File: config.mk
export PLATFORM = sky130hd
export DESIGN_NAME = epm_monitor
export DESIGN_NICKNAME = d
export VERILOG_FILES = /design/src/logic/epm_pkg.sv /design/src/logic/epm_counter.sv /design/src/logic/epm_monitor.sv
export VERILOG_INCLUDE_DIRS = /design/src /design/src/logic
export SDC_FILE = /design/constraint.sdc
export NUM_CORES = 1
export LEC_CHECK = 0
export BUFFER_PORTS_ARGS = -buffer_cell sky130_fd_sc_hd__buf_4
export CORE_UTILIZATION = 29
export CTS_CLUSTER_SIZE = 20
export DETAILED_ROUTE_END_ITERATION = 8
export GPL_TIMING_DRIVEN = 0
export MAX_ROUTING_LAYER = met4
export SYNTH_ARGS = -nofsm -noshare
export SYNTH_HDL_FRONTEND = slang
export SYNTH_SLANG_ARGS = --single-unit
File: constraint.sdc
create_clock -name clk -period 4.25 [get_ports clk]
set_clock_uncertainty 0.2 [all_clocks]
set_input_delay 0.6375 -clock clk [delete_from_list [all_inputs] [get_ports clk]]
set_output_delay 0.6375 -clock clk [all_outputs]
set_load 0.1 [all_outputs]
File: src/logic/epm_consts.svh
// Constants for the encoder plausibility monitor
`ifndef EPM_CONSTS_SVH
`define EPM_CONSTS_SVH
`define EPM_CONFIRM_COUNT 10
`define EPM_MIN_SPEED_RPM 48
`define EPM_EMF_PERCENT 10
`define EPM_EMF_SCALE 16'h2292
`define EPM_CAUSE_NONE 2'h0
`define EPM_CAUSE_CABLE 2'h1
`define EPM_CAUSE_ENCODER 2'h2
`endif

File: src/logic/epm_pkg.sv
// Types for the encoder plausibility monitor
package epm_pkg;
  // One encoder evaluation result
  typedef struct packed {
    logic reversal;
    logic close_edges;
    logic line_lost;
    logic lines_shorted;
  } epm_eval_t;
  typedef enum logic [1:0] {
    EPM_CAUSE_NONE_E,
    EPM_CAUSE_CABLE_E,
    EPM_CAUSE_ENCODER_E
  } epm_cause_t;
endpackage

File: src/logic/epm_counter.sv
// Consecutive-evaluation counter with saturation
`timescale 1ns/1ps
`default_nettype none
module epm_counter #(
  parameter int unsigned LIMIT = 10
) (
  input wire logic clk, // Clock
  input wire logic rst, // Async reset
  input wire logic step, // Evaluation strobe
  input wire logic bad, // Evaluation counted as bad
  output logic hit // Limit reached
);
  localparam int W = $clog2(LIMIT + 1);
  logic [W-1:0] cnt_r;
  logic hit_r;
  // Count bad evaluations, restart on any good one
  always_ff @(posedge clk or posedge rst) begin
    if (rst) begin
      cnt_r <= '0;
    end else if (step) begin
      if (!bad) begin
        cnt_r <= '0;
      end else if (cnt_r != W'(LIMIT)) begin
        cnt_r <= cnt_r + W'(1);
      end
    end
  end
  // Confirmation strobe, one cycle after each confirming evaluation
  always_ff @(posedge clk or posedge rst) begin
    if (rst) begin
      hit_r <= 1'b0;
    end else begin
      hit_r <= step && bad && (cnt_r >= W'(LIMIT - 1));
    end
  end
  // A pulse, so an acknowledge wins once the bad evaluations stop
  assign hit = hit_r;
endmodule
`default_nettype wire

File: src/logic/epm_monitor.sv
// Encoder plausibility monitor top
// Behaviour
// - Ten consecutive reversals at >=48 rev/min and EMF above threshold give cause 1
// - Ten consecutive implausible evaluations with EMF above threshold give cause 2
// - Implausible means reversals, close edges, lost line or shorted lines
// - Both causes suppressed until EMF exceeds 10% of rated voltage*3*sqrt2/pi
// - Cause code 1 means disturbed cabling, code 2 defective encoder
// - Monitoring stays active in every converter operating state
// - A spurious level change on a line counts as a direction reversal
// - Active cause stays readable in fault value readout after acknowledge
`include "epm_consts.svh"
`timescale 1ns/1ps
`default_nettype none
module epm_monitor
  import epm_pkg::*;
#(
  parameter int unsigned CONFIRM = `EPM_CONFIRM_COUNT,
  parameter int unsigned VW = 16
) (
  input wire logic clk, // 250 MHz clock
  input wire logic rst, // Async reset, active high
  input wire logic eval_valid, // One evaluation done
  input wire epm_eval_t eval, // Evaluation result
  input wire logic [15:0] speed_rpm, // Absolute speed
  input wire logic [VW-1:0] emf, // Measured EMF
  input wire logic [VW-1:0] rated_supply_voltage_setting, // Rated supply
  input wire logic fault_ack, // Acknowledge pulse
  output logic encoder_channel_fault, // Fault active
  output logic [1:0] fault_value_readout // Cause code
);
  // Threshold: V*10%*3*sqrt2/pi ~= V*0.135047; scaled by 2^16 = 8850
  localparam logic [15:0] EMF_K = `EPM_EMF_SCALE;
  logic [VW+15:0] thr_prod;
  logic emf_ok, speed_ok, implaus;
  logic bad_cable, bad_enc;
  logic [3:0] cab_run_r;
  logic [3:0] enc_run_r;
  logic hit_cable, hit_enc;
  logic fault_r;
  logic [1:0] cause_r;
  assign thr_prod = rated_supply_voltage_setting * EMF_K;
  // EMF gate, no operating-state qualifier
  assign emf_ok = ({emf, 16'h0000} > thr_prod);
  assign speed_ok = (speed_rpm >= 16'(`EPM_MIN_SPEED_RPM));
  // Spurious edges arrive as eval.reversal from the evaluator
  assign implaus = eval.reversal | eval.close_edges | eval.line_lost
    | eval.lines_shorted;
  // Per-evaluation verdicts for the two causes
  assign bad_cable = eval.reversal & speed_ok & emf_ok;
  assign bad_enc = implaus & emf_ok;
  // Cabling counter, gated by speed and EMF
  epm_counter #(.LIMIT(CONFIRM)) u_cable (
    .clk(clk),
    .rst(rst),
    .step(eval_valid),
    .bad(bad_cable),
    .hit(hit_cable)
  );
  // Encoder counter, EMF gate only
  epm_counter #(.LIMIT(CONFIRM)) u_enc (
    .clk(clk),
    .rst(rst),
    .step(eval_valid),
    .bad(bad_enc),
    .hit(hit_enc)
  );
  // Fault flag: set wins over acknowledge
  always_ff @(posedge clk or posedge rst) begin
    if (rst) begin
      fault_r <= 1'b0;
    end else if (hit_cable | hit_enc) begin
      fault_r <= 1'b1;
    end else if (fault_ack) begin
      fault_r <= 1'b0;
    end
  end
  // Cause code latched on new fault, kept after acknowledge
  always_ff @(posedge clk or posedge rst) begin
    if (rst) begin
      cause_r <= `EPM_CAUSE_NONE;
    end else if (!fault_r && hit_cable) begin
      cause_r <= `EPM_CAUSE_CABLE;
    end else if (!fault_r && hit_enc) begin
      cause_r <= `EPM_CAUSE_ENCODER;
    end
  end
  assign encoder_channel_fault = fault_r;
  assign fault_value_readout = cause_r;

  // Shadow run length of cabling evaluations, read by checks only
  always_ff @(posedge clk or posedge rst) begin
    if (rst) begin
      cab_run_r <= 4'h0;
    end else if (eval_valid) begin
      if (!bad_cable) begin
        cab_run_r <= 4'h0;
      end else if (cab_run_r != 4'hF) begin
        cab_run_r <= cab_run_r + 4'h1;
      end
    end
  end

  // Shadow run length of implausible evaluations, read by checks only
  always_ff @(posedge clk or posedge rst) begin
    if (rst) begin
      enc_run_r <= 4'h0;
    end else if (eval_valid) begin
      if (!bad_enc) begin
        enc_run_r <= 4'h0;
      end else if (enc_run_r != 4'hF) begin
        enc_run_r <= enc_run_r + 4'h1;
      end
    end
  end
endmodule
`default_nettype wire

==> qor.yml, run 1 <==
synth_top_area_cell: "ha_1"
dp_hpwl_um: 7810
wl_um: 9320
synth_area_leaders: "ha_1 (35%), fa_1 (16%), inv_1 (8.8%)"
boundaryPins: 59
dieWidth_um: 119
yosysMostFrequentCell: "ha_1"
cp.buffers_inverters: 6
r2r_start: "u_cable.cnt_r[0]"
grt_max_degree: 14
cts_buffer_depth: 2
cp_slowest_cell: "fa_2"
cap_violations: 0
syn2layout_area_growth_pct: 27.2
syn_area_per_cell_um2: 8.85
ant_nets: 0
rsz0062_at_grt: "yes"
setup_ws_ns: -2.22
coreArea_um2: 13200
leakage_nw: 2.54
vias_per_cell: 5.03
instances_no_fill: 689
setup_viol: 10
fin_nets: 712
critPathMostFrequentCell: "inv_2"
cts_sinks: 13
worst_slew_pin_slew_ns: 0.808
maxSlewViolCount: 0
cts_tree: "done"
cts_hold_buf: 0
die_h_um: 119
num_vias: 3467
ys.flop_type: "dfrtp_1"
hold_viol_final: 0
antennaDiodeCount: 0
endpoint_kind: "register"
synth_edf_count: 0
grt-ovfl-total: 0
fin_area_um2: 5020
clk_pin_slew_ns: 0.04
drive_gt1_frac: 0.218
timing.slew.headroom: 0.448
initial_core_util: 0.298
synth_area_um2: 3950
cts_root_buf: "clkbuf_16"
path_max_fanout: 8
status: "finished, violations left"
synth_common_cells: "ha_1 (111), inv_1 (92), fa_1 (31)"
violations: "setup timing"
start_kind: "input port"
min_period_ns: 6.47
synthCells: 446
rows: 42
ys_types: 54
wire_per_inst_um: 13.5
drtIter0Drc: 110
hold_path_class: "input port to asynchronous set/reset pin"
whs_ns: 0.240
routabilityCongestion: 0.780
critPathMaxStageDelay_ns: 0.53
ff2ff_setup_slack_ns: 2.38
worstPathRequired_ns: 4.16
synth_fp_nets: 644
async_flop_share: 1.00
clk_latency_ns: 0.24
cts_made_buffers: 3
fmax_mhz: 155
grt_pass1_wl_um: 16700
track_usage: 0.146
power.density_nw_per_um2: 461
io_buffers: 53
cp.arrival_ns: 6.38
worstSetupPathType: "input port to register"
drc: 0
reg2reg_depth: 7
peakVddDrop_uv: 195
r2r-end: "u_cable.cnt_r[1]"
yosysTopAreaCellShare: 0.352
place_area_um2: 4710
yosys_warnings: 0
ys_ff_latch: 13
drt-pass1-iter-count: 6
die-area_um2: 14100
htreeDepth: 1
ys_seq_area_frac: 0.0825
antenna_found_initial: 0
timing.final.crit_share: 1.52
crit_family: "adder cells"
grt_pass1_vias: 3661
dpl.cell_count: 675
-- registers in the layout, summed over array words and instances (netlist names) --
signal                 flops
u_enc.hit                  1
u_cable.hit                1
u_cable.cnt_r              4
encoder_channel_fault      1
fault_value_readout        2
u_enc.cnt_r                4
-- worst max path at each step --
stage	to	slack, ns	cells after the start	from
floorplan	u_cable.hit	-2.00	22	rated_supply_voltage_setting[3]
global placement	u_cable.hit	-2.89	26	rated_supply_voltage_setting[5]
detailed placement	u_cable.hit	-2.99	26	rated_supply_voltage_setting[5]
CTS	u_cable.cnt_r[1]	-2.21	23	rated_supply_voltage_setting[9]
global route	u_cable.cnt_r[3]	-2.50	26	rated_supply_voltage_setting[5]
finish	u_cable.cnt_r[1]	-2.22	26	rated_supply_voltage_setting[1]
-- kinds of logic after synthesis --
family,share of synthesized area
XOR/XNOR,0.0311
adder cells (fa/ha/maj),0.509
AO/OA/AOI/OAI,0.161
buffers and inverters,0.0923
AND/OR/NAND/NOR,0.118
multiplexers,0.00539
flip-flops,0.0825
-- area by class of cell --
type,count,area [um2]
multi-input cells,336,3530
fillers,1363,8220
plain buffers,4,25.0
repair buffers,63,493
clock buffers,4,78.8
well taps,176,220
inverters,93,349
flip-flops and latches,13,325
-- stage by stage --
step	power (mW)	setup TNS (ns)	setup slack (ns)	utilization
5_1_grt	2.60	-24.39	-2.50	0.379
2_1_floorplan	1.61	-18.94	-2.00	-
6_report	2.31	-21.49	-2.22	0.379
3_5_place_dp	2.02	-28.61	-2.99	0.356
3_3_place_gp	1.99	-27.41	-2.89	0.356
4_1_cts	2.30	-21.55	-2.21	0.375
-- what timing repair did --
action | in CTS | in global routing
setup buffers | 8 | 2
hold endpoints to repair | 0 | 0
resized for setup | 24 | 10
pin swaps | 18 | 8
endpoints found under the setup margin | 10 | 10
-- routing by layer --
layer / global-route usage / up-vias / part of all wire
met5: - / - / 0
met4: 0.0285 / 0 / 0.015
met3: 0.00869 / 12 / 0.013
met2: 0.275 / 47 / 0.52
met1: 0.169 / 1684 / 0.45
li1: - / 1724 / -
-- cell usage in the layout, fill, tap and decap left out, types with 3 or more instances in the layout --
master     instances
xor2_1             7
buf_4             61
clkbuf_16          3
a21oi_1           16
inv_1             87
o21ai_0            8
nand2_1           17
nand3_1            9
a211oi_1           4
fa_1              30
ha_1             101
ha_4               8
nor3_1             8
or3_1              3
inv_2              5
clkbuf_1           4
o22ai_1            3
xnor2_1            7
nand4_1            4
a32oi_1            3
o21ai_1            8
o211ai_1           4
nor4_1             8
a21o_1             9
nor2_1            15
dfrtp_1           13
o21a_1             5
-- power breakdown --
part	leakage (nW)	switching (mW)	internal (mW)
Clock	0.0382	0.0515	0.126
Combinational	2.34	1.07	0.865
Sequential	0.162	0.0434	0.156
(Power assumes the default switching activity.)
==> run 2, diff against run 1 <==
- CAP_MARGIN: unset -> 5
- SYNTH_HIERARCHICAL: unset -> 1
==> qor.yml, run 2 <==
ys_seq_area_frac: 0.0815  # -0.00101
ys_types: 49  # -9.3%
rows: 42  # unchanged
ys.flop_type: "dfrtp_1"
boundaryPins: 59  # unchanged
vias_per_cell: 4.77  # -5.3%
num_vias: 3384  # -2.4%
wl_um: 9540  # +2.3%
fmax_mhz: 157  # +1.5%
cts_tree: "done"
timing.final.crit_share: 1.50  # -0.0226
clock_power_share: 0.067  # -0.010
synth_area_um2: 3990  # +1.2%
drt-pass1-iter-count: 4  # -2
min_period_ns: 6.37  # -0.0961 ns
whs_ns: 0.0780  # -0.162 ns
drtIter0Drc: 179  # +63%
leakage_nw: 2.63  # +3.6%
worstPathRequired_ns: 4.17  # about the same
wire_per_inst_um: 13.4  # -0.69%
timing.slew.headroom: 0.689  # +0.242
worstSetupPathType: "input port to register"
critPathMaxStageDelay_ns: 0.49  # -0.04 ns
violations: "setup timing"
cp_slowest_cell: "fa_1"
final_common_cell: "ha_1"
cp.buffers_inverters: 4  # -2
grt_max_degree: 9  # -5
synth_area_leaders: "ha_1 (35%), fa_1 (16%), inv_1 (8.5%)"
cts_made_buffers: 3  # unchanged
layout_common_cells: "ha_1 (96), inv_1 (81), buf_4 (71)"
synth_common_cells: "ha_1 (111), inv_1 (90), fa_1 (31)"
pwr-share-seq: 0.072  # -0.014
ant_nets: 0  # unchanged
htreeDepth: 1  # unchanged
status: "finished, violations left"
setup_ws_ns: -2.12  # +0.0961 ns
fin_nets: 733  # +2.9%
peakVddDrop_uv: 201  # +2.8%
async_flop_share: 1.00  # unchanged
die_h_um: 119  # +0.61%
final_util: 0.394  # +0.0151
dieWidth_um: 119  # +0.61%
grt_pass1_wl_um: 16000  # -4.0%
synth_top_area_cell: "ha_1"
maxSlewViolCount: 0  # unchanged
setup_viol: 10  # unchanged
clk_latency_ns: 0.24  # about the same
io_buffers: 54  # +1.9%
synth_edf_count: 0  # unchanged
yosysMostFrequentCell: "ha_1"
cp.arrival_ns: 6.29  # -0.09 ns
hold_path_class: "input port to asynchronous set/reset pin"
synthCells: 453  # +1.6%
coreArea_um2: 13300  # +0.79%
syn2layout_area_growth_pct: 31.7
ys_ff_latch: 13  # unchanged
routabilityCongestion: 0.841  # +7.8%
yosysTopAreaCellShare: 0.348  # -0.00430
initial_core_util: 0.299  # +0.00131
antennaDiodeCount: 0  # unchanged
drive_gt1_frac: 0.270  # +0.0513
worst_slew_pin_slew_ns: 0.462  # -0.346 ns
rsz0062_at_grt: "yes"
combPwrFrac: 0.861  # +0.024
fin_setup_tns_ns: -20.14  # +1.35 ns
grt_pass1_vias: 3474  # -5.1%
start_kind: "input port"
hold_viol_final: 0  # unchanged
grt-ovfl-total: 0  # unchanged
cts_buffer_depth: 2  # unchanged
die-area_um2: 14200  # +1.2%
switching_share: 0.480  # -0.0237
antenna_found_initial: 0  # unchanged
endpoint_kind: "register"
pre_cts_ws_ns: -3.06  # -0.0709 ns
cts_sinks: 13  # unchanged
crit_family: "adder cells"
synth_fp_nets: 651  # +1.1%
cap_violations: 0  # unchanged
internal-power_mw: 1.38  # +20%
track_usage: 0.139  # -0.00698
cts_root_buf: "clkbuf_16"
clk_pin_slew_ns: 0.04  # about the same
power.density_nw_per_um2: 504  # +9.3%
path_max_fanout: 5  # -3
drc: 0  # unchanged
dp_hpwl_um: 7910  # +1.3%
yosys_warnings: 6  # +6
p_switching_mw: 1.27  # +9.2%
syn_area_per_cell_um2: 8.82  # -0.33%
## run 2: per-layer routing
metal | routed length (um) | GRT usage | up-vias
li1 | - | - | 1743
met1 | 4790 | 0.187 | 1568
met2 | 4470 | 0.235 | 66
met3 | 215 | 0.00766 | 7
met4 | 67 | 0.0164 | 0
met5 | 0 | - | -
## run 2: metrics by stage
stage	area (um2)	instances	power, mW
2_1_floorplan	4090	453	1.65
5_1_grt	5260	710	2.92
6_report	5260	710	2.65
4_1_cts	5180	702	2.57
3_5_place_dp	4720	683	2.06
3_3_place_gp	4720	683	2.02
## run 2: path summary, 6_finish.rpt
kind / cells past startpoint / startpoint / slack (ns) / endpoint
max: 27 / rated_supply_voltage_setting[8] / -2.12 / u_enc/cnt_r[0]
min: 2 / rst / 0.08 / encoder_channel_fault
max reg2reg: 5 / u_enc/cnt_r[0] / 2.67 / u_enc/cnt_r[0]
min reg2reg: 1 / u_cable/hit / 0.27 / fault_value_readout[1]
max in group asynchronous: 2 / rst / 3.54 / u_cable/cnt_r[0]
min in group clk: 1 / u_cable/hit / 0.27 / fault_value_readout[1]
## run 2: final cells by class
type | count | area (um2)
fillers | 1325 | 8090
inverters | 90 | 338
flip-flops and latches | 13 | 325
well taps | 176 | 220
repair buffers | 77 | 622
clock buffers | 4 | 78.8
multi-input cells | 350 | 3680
## run 2: kinds of logic after synthesis
group                    after synthesis  synth area share
XOR/XNOR                              14            0.0307
flip-flops                            13            0.0815
adder cells (fa/ha/maj)              142             0.503
multiplexers                           2           0.00564
AO/OA/AOI/OAI                        102             0.173
buffers and inverters                 90            0.0846
AND/OR/NAND/NOR                       90             0.122
## run 2: power by group through the flow
stage	Combinational (mW)	Sequential (mW)	Clock, mW
2_1_floorplan	1.42	0.228	0
3_3_place_gp	1.83	0.188	0
3_5_place_dp	1.87	0.191	0
4_1_cts	2.20	0.191	0.182
5_1_grt	2.53	0.195	0.188
6_report	2.28	0.192	0.177
## run 2: what timing repair did
item,CTS,global route
hold buffers,0,0
endpoints found under the setup margin,10,10
gates resized for setup,56,6
pin swaps,45,13
setup buffers,15,8
